File: src/hw/spbs_pkg.sv
/*
 * Shared constants and types of the serial port control and bit-rate block.
 * Assumes one oscillator clock feeds the block; counts are in its cycles or in sixteenth-bit ticks.
 */
package spbs_pkg;
    // Register addresses on the byte-wide register port.
    localparam logic [7:0]  SPBS_ADDR_POWER_AND_RATE_CONTROL  = 8'h87;
    localparam logic [7:0]  SPBS_ADDR_TH1   = 8'h8D;
    localparam logic [7:0]  SPBS_ADDR_SERIAL_CONTROL_STATUS  = 8'h98;
    localparam logic [7:0]  SPBS_ADDR_SERIAL_BUFFER  = 8'h99;
    localparam logic [7:0]  SPBS_ADDR_TIMER2_CONTROL = 8'hC8;
    localparam logic [7:0]  SPBS_ADDR_TIMER2_RELOAD_LOW  = 8'hCA;
    localparam logic [7:0]  SPBS_ADDR_TIMER2_RELOAD_HIGH  = 8'hCB;
    // Field positions.
    localparam int          SPBS_SERIAL_CONTROL_STATUS_SM0   = 7;
    localparam int          SPBS_SERIAL_CONTROL_STATUS_SM1   = 6;
    localparam int          SPBS_SERIAL_CONTROL_STATUS_SM2   = 5;
    localparam int          SPBS_SERIAL_CONTROL_STATUS_REN   = 4;
    localparam int          SPBS_SERIAL_CONTROL_STATUS_TB8   = 3;
    localparam int          SPBS_SERIAL_CONTROL_STATUS_RB8   = 2;
    localparam int          SPBS_SERIAL_CONTROL_STATUS_TI    = 1;
    localparam int          SPBS_SERIAL_CONTROL_STATUS_RI    = 0;
    localparam int          SPBS_POWER_AND_RATE_CONTROL_RATE_DOUBLE_BIT  = 7;
    localparam int          SPBS_T2_RCLK    = 5;
    localparam int          SPBS_T2_TIMER2_TX_CLOCK_SELECT    = 4;
    localparam int          SPBS_T2_TR2     = 2;
    // Reset values.
    localparam logic [7:0]  SPBS_BYTE_RST   = 8'h00;
    localparam logic [15:0] SPBS_RC2_RST    = 16'h0000;
    // Timing counts in oscillator cycles or sixteenth-bit ticks.
    localparam logic [3:0]  SPBS_M0_LAST    = 4'hB;
    localparam logic [3:0]  SPBS_M0_HALF    = 4'h6;
    localparam logic [1:0]  SPBS_M2_SLOW    = 2'h3;
    localparam logic [1:0]  SPBS_M2_FAST    = 2'h1;
    localparam logic [7:0]  SPBS_T1_TOP     = 8'hFF;
    localparam logic [15:0] SPBS_T2_TOP     = 16'hFFFF;
    localparam logic [3:0]  SPBS_BIT_LAST   = 4'hF;
    localparam logic [3:0]  SPBS_SAMP_A     = 4'h7;
    localparam logic [3:0]  SPBS_SAMP_B     = 4'h8;
    localparam logic [3:0]  SPBS_SAMP_C     = 4'h9;
    localparam logic [2:0]  SPBS_DATA_LAST  = 3'h7;

    typedef enum logic [1:0] {
        SPBS_MODE_SHIFT = 2'b00,
        SPBS_MODE_8VAR  = 2'b01,
        SPBS_MODE_9FIX  = 2'b10,
        SPBS_MODE_9VAR  = 2'b11
    } spbs_mode_type;

    typedef enum logic [2:0] {
        SPBS_ST_IDLE  = 3'b000,
        SPBS_ST_START = 3'b001,
        SPBS_ST_DATA  = 3'b011,
        SPBS_ST_NINTH = 3'b010,
        SPBS_ST_STOP  = 3'b110
    } spbs_state_type;

    typedef struct packed {
        logic [7:0] addr;
        logic [7:0] wdata;
        logic       wr;
        logic       rd;
    } spbs_bus_req_type;
endpackage

File: src/hw/spbs_top.sv
/*
 * Serial port control, status and bit-rate selection with its frame engines.
 * Assumes I_REF_CLK is the oscillator clock and the register master follows
 * the one-cycle strobe protocol; I_RXD is asynchronous and is synchronised.
 */
// Design decision made here: strobed register access.
`timescale 1ns/1ps
// Summary of operation
// Two mode bits pick one of four modes.
// Nine-bit modes with filter drop ninth-bit-zero frames.
// Eight-bit mode with filter needs valid stop.
// Software keeps filter off in shift mode.
// Reception runs only while receive enable set.
// Nine-bit modes send software ninth bit.
// Received ninth bit or stop bit stored.
// Transmit flag at eighth bit or stop start.
// Receive flag at eighth bit or mid stop.
// Sixteen-times clock divided by sixteen per bit.
// Doubling bit doubles fixed-mode and timer 1 rates; clear after reset.
// Shift mode runs at oscillator over twelve.
// Fixed mode runs oscillator over 64 or 32.
// Variable modes use timer overflows.
// Timer 1 rate times doubling over 32.
// Software sets timer 1 as auto-reload.
// Timer 2 select bits enable generator mode.
// Timer 2 rollover reloads sixteen-bit preset.
// Timer 2 overflow rate over sixteen.
// Generator steps at half oscillator, no flag.
// Buffer write starts transmit; reads receive register.
// Each direction picks timer 2 or 1.
module spbs_top
    import spbs_pkg::*;
(
    // Clock and reset
    input  wire logic             I_REF_CLK,
    input  wire logic             I_RESET_N,
    // Register port
    input  wire spbs_bus_req_type I_BUS,
    output logic [7:0]            O_RDATA,
    // Serial pins
    input  wire logic             I_RXD,
    output logic                  O_RXD_OUT,
    output logic                  O_RXD_OE_N,
    output logic                  O_TXD,
    // Completion flags
    output logic                  O_TX_DONE,
    output logic                  O_RX_DONE
);
    function automatic logic is_nine(input spbs_mode_type m);
        return m[1];
    endfunction

    spbs_mode_type  mode_reg;
    spbs_state_type tx_state_reg, tx_state_next, rx_state_reg, rx_state_next;
    logic        sm2_reg, ren_reg, tb8_reg, rb8_reg, ti_reg, ri_reg;
    logic        rate_double_bit_reg, rclk_reg, timer2_tx_clock_select_reg, tr2_reg, st_reg, t1_half_reg;
    logic [7:0]  th1_reg, t1_cnt_reg, rbuf_reg, rdata_reg;
    logic [15:0] rc2_reg, t2_cnt_reg;
    logic [3:0]  m0_cnt_reg, tx_div_reg, rx_div_reg;
    logic [1:0]  m2_cnt_reg;
    logic [7:0]  tx_shift_reg, tx_shift_next, rx_shift_reg, rx_shift_next;
    logic [2:0]  tx_cnt_reg, tx_cnt_next, rx_cnt_reg, rx_cnt_next;
    logic        tx_pend_reg, tx_line_reg, tx_line_next, tx_done_set;
    logic        rx_ninth_reg, rx_ninth_next, rx_load;
    logic        rxd_meta_reg, rxd_sync_reg, rxd_prev_reg, s7_reg, s8_reg;
    logic        txd_reg, rxd_out_reg, rxd_oe_n_reg;

    // Register port decode.
    wire wr_serial_control_status  = I_BUS.wr && (I_BUS.addr == SPBS_ADDR_SERIAL_CONTROL_STATUS);
    wire wr_serial_buffer  = I_BUS.wr && (I_BUS.addr == SPBS_ADDR_SERIAL_BUFFER);
    wire wr_power_and_rate_control  = I_BUS.wr && (I_BUS.addr == SPBS_ADDR_POWER_AND_RATE_CONTROL);
    wire wr_timer2_control = I_BUS.wr && (I_BUS.addr == SPBS_ADDR_TIMER2_CONTROL);
    wire wr_th1   = I_BUS.wr && (I_BUS.addr == SPBS_ADDR_TH1);
    wire wr_timer2_reload_low  = I_BUS.wr && (I_BUS.addr == SPBS_ADDR_TIMER2_RELOAD_LOW);
    wire wr_timer2_reload_high  = I_BUS.wr && (I_BUS.addr == SPBS_ADDR_TIMER2_RELOAD_HIGH);
    wire [7:0] serial_control_status_val = {mode_reg, sm2_reg, ren_reg, tb8_reg, rb8_reg, ti_reg, ri_reg};
    wire [7:0] timer2_control_val = {2'b00, rclk_reg, timer2_tx_clock_select_reg, 1'b0, tr2_reg, 2'b00};
    wire [7:0] rd_val =
        (I_BUS.addr == SPBS_ADDR_SERIAL_CONTROL_STATUS)  ? serial_control_status_val :
        (I_BUS.addr == SPBS_ADDR_SERIAL_BUFFER)  ? rbuf_reg :
        (I_BUS.addr == SPBS_ADDR_POWER_AND_RATE_CONTROL)  ? {rate_double_bit_reg, 7'h00} :
        (I_BUS.addr == SPBS_ADDR_TIMER2_CONTROL) ? timer2_control_val :
        (I_BUS.addr == SPBS_ADDR_TH1)   ? th1_reg :
        (I_BUS.addr == SPBS_ADDR_TIMER2_RELOAD_LOW)  ? rc2_reg[7:0] :
        (I_BUS.addr == SPBS_ADDR_TIMER2_RELOAD_HIGH)  ? rc2_reg[15:8] : SPBS_BYTE_RST;

    // Mode decode and bit-rate sources.
    wire       is_shift = (mode_reg == SPBS_MODE_SHIFT);
    wire       is_fixed = (mode_reg == SPBS_MODE_9FIX);
    wire       m0_tick  = (m0_cnt_reg == SPBS_M0_LAST);
    wire [3:0] m0_cnt_next = m0_tick ? 4'h0 : m0_cnt_reg + 4'h1;
    wire       m2_tick  = (m2_cnt_reg == (rate_double_bit_reg ? SPBS_M2_FAST : SPBS_M2_SLOW));
    wire       t1_ovf   = m0_tick && (t1_cnt_reg == SPBS_T1_TOP);
    // Timer 1 overflow halved unless doubling is set, then split by 16.
    wire       t1_tick16 = t1_ovf && (rate_double_bit_reg || t1_half_reg);
    wire       t2_run   = tr2_reg && (rclk_reg || timer2_tx_clock_select_reg);
    wire       t2_ovf   = t2_run && st_reg && (t2_cnt_reg == SPBS_T2_TOP);
    wire       tx_tick16 = is_fixed ? m2_tick : (timer2_tx_clock_select_reg ? t2_ovf : t1_tick16);
    wire       rx_tick16 = is_fixed ? m2_tick : (rclk_reg ? t2_ovf : t1_tick16);
    wire       tx_bit   = tx_tick16 && (tx_div_reg == SPBS_BIT_LAST);
    wire       tx_step  = is_shift ? m0_tick : tx_bit;
    wire       rx_fall  = rxd_prev_reg && !rxd_sync_reg;
    wire       rx_decide = rx_tick16 && (rx_div_reg == SPBS_SAMP_C);
    wire       maj = (s7_reg & s8_reg) | (s7_reg & rxd_sync_reg) | (s8_reg & rxd_sync_reg);
    wire       rx_start = (rx_state_reg == SPBS_ST_IDLE) && ren_reg && !is_shift && rx_fall;
    wire       m0_busy = is_shift && ((tx_state_next != SPBS_ST_IDLE) ||
                                      (rx_state_next != SPBS_ST_IDLE));
    wire       sclk_next = !(m0_busy && (m0_cnt_next < SPBS_M0_HALF));
    wire       rb8_in = is_nine(mode_reg) ? rx_ninth_reg : maj;
    wire       rb8_load = rx_load && !is_shift;
    // Hardware sets win over a software clear in the same cycle.
    wire       ti_next = tx_done_set | (wr_serial_control_status ? I_BUS.wdata[SPBS_SERIAL_CONTROL_STATUS_TI] : ti_reg);
    wire       ri_next = rx_load | (wr_serial_control_status ? I_BUS.wdata[SPBS_SERIAL_CONTROL_STATUS_RI] : ri_reg);

    always_comb begin
        tx_state_next = tx_state_reg;
        tx_shift_next = tx_shift_reg;
        tx_cnt_next   = tx_cnt_reg;
        tx_line_next  = tx_line_reg;
        tx_done_set   = 1'b0;
        if (tx_step) begin
            case (tx_state_reg)
                SPBS_ST_IDLE: if (tx_pend_reg) begin
                    tx_state_next = is_shift ? SPBS_ST_DATA : SPBS_ST_START;
                    tx_line_next  = is_shift ? tx_shift_reg[0] : 1'b0;
                    tx_shift_next = is_shift ? tx_shift_reg >> 1 : tx_shift_reg;
                    tx_cnt_next   = 3'h0;
                end
                SPBS_ST_START: begin
                    tx_state_next = SPBS_ST_DATA;
                    tx_line_next  = tx_shift_reg[0];
                    tx_shift_next = tx_shift_reg >> 1;
                end
                SPBS_ST_DATA: if (tx_cnt_reg != SPBS_DATA_LAST) begin
                    tx_line_next  = tx_shift_reg[0];
                    tx_shift_next = tx_shift_reg >> 1;
                    tx_cnt_next   = tx_cnt_reg + 3'h1;
                end else if (is_shift) begin
                    tx_state_next = SPBS_ST_IDLE;
                    tx_line_next  = 1'b1;
                    tx_done_set   = 1'b1;
                end else if (is_nine(mode_reg)) begin
                    tx_state_next = SPBS_ST_NINTH;
                    tx_line_next  = tb8_reg;
                end else begin
                    tx_state_next = SPBS_ST_STOP;
                    tx_line_next  = 1'b1;
                    tx_done_set   = 1'b1;
                end
                SPBS_ST_NINTH: begin
                    tx_state_next = SPBS_ST_STOP;
                    tx_line_next  = 1'b1;
                    tx_done_set   = 1'b1;
                end
                SPBS_ST_STOP: tx_state_next = SPBS_ST_IDLE;
                default: tx_state_next = SPBS_ST_IDLE;
            endcase
        end
    end

    always_comb begin
        rx_state_next = rx_state_reg;
        rx_shift_next = rx_shift_reg;
        rx_cnt_next   = rx_cnt_reg;
        rx_ninth_next = rx_ninth_reg;
        rx_load       = 1'b0;
        if (!ren_reg) begin
            rx_state_next = SPBS_ST_IDLE;
        end else begin
            case (rx_state_reg)
                SPBS_ST_IDLE: if (is_shift ? (m0_tick && !ri_reg) : rx_fall) begin
                    rx_state_next = is_shift ? SPBS_ST_DATA : SPBS_ST_START;
                    rx_cnt_next   = 3'h0;
                end
                SPBS_ST_START: if (rx_decide) begin
                    // A start bit that does not vote low is treated as noise.
                    rx_state_next = maj ? SPBS_ST_IDLE : SPBS_ST_DATA;
                end
                SPBS_ST_DATA: if (is_shift) begin
                    if (m0_cnt_reg == SPBS_M0_HALF) begin
                        rx_shift_next = {rxd_sync_reg, rx_shift_reg[7:1]};
                    end
                    if (m0_tick && (rx_cnt_reg == SPBS_DATA_LAST)) begin
                        rx_state_next = SPBS_ST_IDLE;
                        rx_load       = 1'b1;
                    end else if (m0_tick) begin
                        rx_cnt_next = rx_cnt_reg + 3'h1;
                    end
                end else if (rx_decide) begin
                    rx_shift_next = {maj, rx_shift_reg[7:1]};
                    rx_cnt_next   = rx_cnt_reg + 3'h1;
                    if (rx_cnt_reg == SPBS_DATA_LAST) begin
                        rx_state_next = is_nine(mode_reg) ? SPBS_ST_NINTH : SPBS_ST_STOP;
                    end
                end
                SPBS_ST_NINTH: if (rx_decide) begin
                    rx_ninth_next = maj;
                    rx_state_next = SPBS_ST_STOP;
                end
                SPBS_ST_STOP: if (rx_decide) begin
                    rx_state_next = SPBS_ST_IDLE;
                    rx_load = !ri_reg && (!sm2_reg || rb8_in);
                end
                default: rx_state_next = SPBS_ST_IDLE;
            endcase
        end
    end

    always_ff @(posedge I_REF_CLK) begin
        if (!I_RESET_N) begin
            mode_reg <= SPBS_MODE_SHIFT;
            {sm2_reg, ren_reg, tb8_reg, rb8_reg, ti_reg, ri_reg} <= SPBS_BYTE_RST[5:0];
            {rate_double_bit_reg, rclk_reg, timer2_tx_clock_select_reg, tr2_reg} <= SPBS_BYTE_RST[3:0];
            th1_reg <= SPBS_BYTE_RST;
            rc2_reg <= SPBS_RC2_RST;
        end else begin
            if (wr_serial_control_status) begin
                mode_reg <= spbs_mode_type'(I_BUS.wdata[SPBS_SERIAL_CONTROL_STATUS_SM0:SPBS_SERIAL_CONTROL_STATUS_SM1]);
                sm2_reg  <= I_BUS.wdata[SPBS_SERIAL_CONTROL_STATUS_SM2];
                ren_reg  <= I_BUS.wdata[SPBS_SERIAL_CONTROL_STATUS_REN];
                tb8_reg  <= I_BUS.wdata[SPBS_SERIAL_CONTROL_STATUS_TB8];
            end
            rb8_reg <= rb8_load ? rb8_in : (wr_serial_control_status ? I_BUS.wdata[SPBS_SERIAL_CONTROL_STATUS_RB8] : rb8_reg);
            ti_reg  <= ti_next;
            ri_reg  <= ri_next;
            if (wr_power_and_rate_control) rate_double_bit_reg <= I_BUS.wdata[SPBS_POWER_AND_RATE_CONTROL_RATE_DOUBLE_BIT];
            if (wr_timer2_control) begin
                rclk_reg <= I_BUS.wdata[SPBS_T2_RCLK];
                timer2_tx_clock_select_reg <= I_BUS.wdata[SPBS_T2_TIMER2_TX_CLOCK_SELECT];
                tr2_reg  <= I_BUS.wdata[SPBS_T2_TR2];
            end
            if (wr_th1) th1_reg <= I_BUS.wdata;
            if (wr_timer2_reload_low) rc2_reg[7:0] <= I_BUS.wdata;
            if (wr_timer2_reload_high) rc2_reg[15:8] <= I_BUS.wdata;
        end
    end

    // Timebase and timers.
    always_ff @(posedge I_REF_CLK) begin
        if (!I_RESET_N) begin
            m0_cnt_reg  <= 4'h0;
            m2_cnt_reg  <= 2'h0;
            st_reg      <= 1'b0;
            t1_cnt_reg  <= SPBS_BYTE_RST;
            t1_half_reg <= 1'b0;
            t2_cnt_reg  <= SPBS_RC2_RST;
        end else begin
            m0_cnt_reg <= m0_cnt_next;
            m2_cnt_reg <= m2_tick ? 2'h0 : m2_cnt_reg + 2'h1;
            st_reg     <= !st_reg;
            if (m0_tick) t1_cnt_reg <= t1_ovf ? th1_reg : t1_cnt_reg + 8'h01;
            if (t1_ovf) t1_half_reg <= !t1_half_reg;
            // A stopped generator follows the preset, so the first period after
            // enabling is the programmed one rather than a full 16-bit wrap.
            if (!t2_run) begin
                t2_cnt_reg <= rc2_reg;
            end else if (st_reg) begin
                t2_cnt_reg <= t2_ovf ? rc2_reg : t2_cnt_reg + 16'h0001;
            end
        end
    end

    // Frame engines and pins.
    always_ff @(posedge I_REF_CLK) begin
        if (!I_RESET_N) begin
            tx_state_reg <= SPBS_ST_IDLE;
            rx_state_reg <= SPBS_ST_IDLE;
            {tx_shift_reg, rx_shift_reg, rbuf_reg, rdata_reg} <= {4{SPBS_BYTE_RST}};
            {tx_cnt_reg, rx_cnt_reg, tx_div_reg, rx_div_reg} <= 14'h0000;
            {tx_pend_reg, rx_ninth_reg, s7_reg, s8_reg} <= 4'h0;
            {tx_line_reg, txd_reg, rxd_out_reg, rxd_oe_n_reg} <= 4'hF;
            {rxd_meta_reg, rxd_sync_reg, rxd_prev_reg} <= 3'h7;
        end else begin
            tx_state_reg <= tx_state_next;
            tx_shift_reg <= wr_serial_buffer ? I_BUS.wdata : tx_shift_next;
            tx_pend_reg  <= wr_serial_buffer || (tx_pend_reg && !(tx_step &&
                            tx_state_reg == SPBS_ST_IDLE));
            tx_cnt_reg   <= tx_cnt_next;
            tx_line_reg  <= tx_line_next;
            tx_div_reg   <= tx_tick16 ? tx_div_reg + 4'h1 : tx_div_reg;
            rx_state_reg <= rx_state_next;
            rx_shift_reg <= rx_shift_next;
            rx_cnt_reg   <= rx_cnt_next;
            rx_ninth_reg <= rx_ninth_next;
            rx_div_reg   <= rx_start ? 4'h0 : (rx_tick16 ? rx_div_reg + 4'h1 : rx_div_reg);
            if (rx_tick16 && rx_div_reg == SPBS_SAMP_A) s7_reg <= rxd_sync_reg;
            if (rx_tick16 && rx_div_reg == SPBS_SAMP_B) s8_reg <= rxd_sync_reg;
            if (rx_load) rbuf_reg <= rx_shift_reg;
            rxd_meta_reg <= I_RXD;
            rxd_sync_reg <= rxd_meta_reg;
            rxd_prev_reg <= rxd_sync_reg;
            txd_reg      <= is_shift ? sclk_next : tx_line_next;
            rxd_out_reg  <= tx_line_next;
            rxd_oe_n_reg <= !(is_shift && tx_state_next != SPBS_ST_IDLE);
            rdata_reg    <= I_BUS.rd ? rd_val : SPBS_BYTE_RST;
        end
    end

    assign O_RDATA    = rdata_reg;
    assign O_TXD      = txd_reg;
    assign O_RXD_OUT  = rxd_out_reg;
    assign O_RXD_OE_N = rxd_oe_n_reg;
    assign O_TX_DONE  = ti_reg;
    assign O_RX_DONE  = ri_reg;
endmodule

File: config.mk
export PLATFORM = sky130hd
export DESIGN_NAME = spbs_top
export DESIGN_NICKNAME = d
export VERILOG_FILES = /design/src/hw/spbs_pkg.sv /design/src/hw/spbs_top.sv
export SDC_FILE = /design/constraint.sdc
export NUM_CORES = 1
export LEC_CHECK = 0
export BUFFER_PORTS_ARGS = -buffer_cell sky130_fd_sc_hd__buf_4
export CAP_MARGIN = 5
export CELL_PAD_IN_SITES_DETAIL_PLACEMENT = 0
export CELL_PAD_IN_SITES_GLOBAL_PLACEMENT = 2
export CORE_MARGIN = 2
export CORE_UTILIZATION = 40
export DETAILED_ROUTE_END_ITERATION = 16
export GPL_TIMING_DRIVEN = 1
export PLACE_DENSITY_LB_ADDON = 0.1
export SYNTH_ARGS = -nofsm -noshare
export SYNTH_HDL_FRONTEND = slang
export SYNTH_SLANG_ARGS = --single-unit
export TNS_END_PERCENT = 20
File: constraint.sdc
create_clock -name I_REF_CLK -period 4.85 [get_ports I_REF_CLK]
set_input_delay 0.7275 -clock I_REF_CLK [delete_from_list [all_inputs] [get_ports I_REF_CLK]]
set_output_delay 0.7275 -clock I_REF_CLK [all_outputs]
set_load 0.02 [all_outputs]
==> results.toml <==
[final_layout]
n_antenna_cell = 0
syn2layout_area_growth_pct = 16.9
drive_above_1_share_pct = 10.3
final_cell_mix = "130 x dfxtp_1, 115 x nor2_1, 80 x nand2_1"
final_util_pct = 48.3
nets = 809
final_common_cell = "dfxtp_1"
nFillCells = 1562

[floorplan]
initial_core_util_pct = 41.3
core_um2 = 15300
rows = 45
die_x_um = 130
pin_count = 34
dieArea_um2 = 16800
chipHeight_um = 130

[power_and_ir_drop]
pwr_density_cell_nw_per_um2 = 357
p_seq_share_pct = 41.1
p_int_w = 0.00211
comb_power_share_pct = 3.2
p_switching_w = 0.000534
ir_drop_mv = 0.282
switching_share_pct = 20.2
cellLeakagePower_nw = 3.00
p_clk_share_pct = 55.6
power_w = 0.00264

[synth]
async_reset_ff_share_pct = 0
ys_seq_elements = 130
synth_top_area_cell = "dfxtp_1"
yosys.cell_types.count = 55
syn_area_um2 = 6330
yosysWarnings = 0
synth_enable_flop_cells = 0
seq_area_frac_synth_pct = 41.1
synthFlopType = "dfxtp_1"
netlist_top_cells_area = "dfxtp_1 41%, mux2i_1 10%, nor2_1 6.8%"
syn_nets = 794
syn_inst = 761
synth_top_cell_area_share_pct = 41.1
avgSynthCellArea_um2 = 8.32

[worst_setup_path]
critPathCaptureType = "flip-flop"
crit_type = "reg2reg"
critPathSlowestCell = "o21a_1"
reg2reg_to = "rx_shift_reg[0]$_SDFFE_PN0P_"
critPathBufInv = 0
crit_cells = 8
reg2reg_depth = 8
path_cells = "ha_1 > nand4b_4 > nor4_1 > nand2_1 > a211oi_1 > o21a_1 > mux2i_1 > nor2_1"
worstReg2RegStart = "m0_cnt_reg[0]$_SDFF_PP0_"
crit_family = "simple AND/OR/NAND/NOR gates"
worstPathArrival_ns = 3.18
slowest_delay_ns = 0.53
r2r_setup_slack_ns = 1.95
cp_data_required_time_ns = 5.13
start_kind = "flip-flop"
path_max_fanout = 8

[clock_tree]
clock_latency_ns = 0.42
hold_buffers = 0
clk_pin_slew_ns = 0.06
clock_path_buffers = 2
cts_setup_buffers = 0
post_cts_resized = 0
cts_tree = "built"
cts_buffers = 17
cts_root_buf = "clkbuf_16"
cts_htree_levels = 4
cts.sinks = 130

[timing]
finalSetupTns_ns = 0
setup_viol = 0
worst_slew_pin_slew_ns = 1.21
fmax_mhz = 345
finalHoldViolCount = 0
finalClockSkew_ns = 0.0142
final_max_slew_viol_count = 0
max-slew-margin-rel_pct = 19.2
period_share_pct = 59.7
rsz0062_at_grt = "false"
fin_crit_ns = 2.90

[routing]
topRoutingLayerUsed = "met4"
m1WireLength_mm = 8.87
vias = 5593
met2_length_mm = 7.50
drt.antenna.violating_nets = 0
wl_met3_um = 981
routedWlPerCell_um = 17.7
firstDrtPassIters = 6
drcViolationCount = 0
first_iter_violations = 453
vias_per_cell = 5.59
routed_wl_mm = 17.7

[place]
dp_hpwl_mm = 12.5
routabilityCongestion = 0.866
port-buffer-count = 33

[run_status]
status = "completed"

[global_routing]
grt_util_all_layers_pct = 22.2
grt_pass1_wl_mm = 28.7
grt.overflow.total = 0
grt_pass1_vias = 5199
grt_start_max_net_pins = 58
antenna_found_initial = 0

[hold_path]
whs_endpoint = "rxd_sync_reg$_SDFF_PN1_"
worstHoldPathCells = 1
min_from = "rxd_meta_reg$_SDFF_PN1_"
hold_path.class = "reg2reg"

[job]
maxCapViolCount = 0
==> cell families after synthesis <==
family                     share of synthesized area (%)
adders and majority gates                           2.37
AOI/OAI and AO/OA                                   16.9
xor gates and xnor gates                            1.52
buffers and inverters                               3.52
DFF                                                 41.1
muxes                                               10.5
and+or+nand+nor                                     24.1
==> how the worst max path moves through the flow <==
stage	from	end	slack, ns
3_3_place_gp	I_BUS[15]	O_RDATA[3]$_SDFF_PN0_	1.88
6_report	m0_cnt_reg[0]$_SDFF_PP0_	rx_shift_reg[0]$_SDFFE_PN0P_	1.95
3_5_place_dp	I_BUS[15]	th1_reg[0]$_SDFFE_PN0P_	1.83
5_1_grt	m0_cnt_reg[0]$_SDFF_PP0_	tx_cnt_reg[1]$_SDFFE_PN0P_	1.75
2_1_floorplan	I_BUS[15]	rc2_reg[10]$_SDFFE_PN0P_	2.47
4_1_cts	m0_cnt_reg[0]$_SDFF_PP0_	tx_cnt_reg[1]$_SDFFE_PN0P_	1.96
==> worst register-to-register path, cell delays in order (launching register included) <==
cell      delay, ns
dfxtp_1        0.37
ha_1           0.32
nand4b_4       0.15
nor4_1         0.51
nand2_1        0.19
a211oi_1       0.36
o21a_1         0.53
mux2i_1        0.27
nor2_1         0.06
==> per-layer routing <==
metal,track usage [%],vias up
li1,-,2747
met1,32.6,2675
met4,7.21,0
met2,31.9,148
met3,5.45,23
met5,0,-
==> per-stage QoR <==
step	hold slack, ns	setup slack (ns)	area (um^2)	instances
floorplan	0.386	2.47	6330	761
global placement	0.400	1.88	6720	968
detailed placement	0.396	1.83	6720	968
CTS	0.416	1.96	7400	1000
global route	0.452	1.75	7400	1000
finish	0.410	1.95	7400	1000
==> cell usage after synthesis, types with 6 or more instances <==
library cell,number
a211oi_1,13
a21oi_1,52
a31oi_1,10
and2_1,6
and3_1,7
clkbuf_1,39
dfxtp_1,130
ha_1,12
inv_1,15
mux2i_1,63
nand2_1,80
nand2b_1,15
nand3_1,28
nand3b_1,7
nand4_1,10
nor2_1,115
nor2b_1,6
nor3_1,8
o211ai_1,8
o21ai_0,45
or3_1,6
xnor2_1,6
==> layout make-up <==
type / instances / area [um^2] / area share [%]
clock buffer: 22 / 474 / 6.41
clock inverter: 10 / 203 / 2.74
inverter: 15 / 56.3 / 0.761
multi-input combinational: 573 / 3500 / 47.4
sequential: 130 / 2600 / 35.2
tap: 211 / 264 / 3.57
timing repair buffer: 39 / 293 / 3.96
==> power groups by stage <==
stage | sequential (W) | clock, W | combinational (W)
after global routing | 0.00109 | 0.00154 | 0.0000942
after global placement | 0.00111 | 0 | 0.0000845
after detailed placement | 0.00111 | 0 | 0.0000854
after floorplan | 0.00111 | 0 | 0.0000488
final | 0.00109 | 0.00147 | 0.0000853
after CTS | 0.00109 | 0.00150 | 0.0000856
Power figures use the tool's default switching activity.
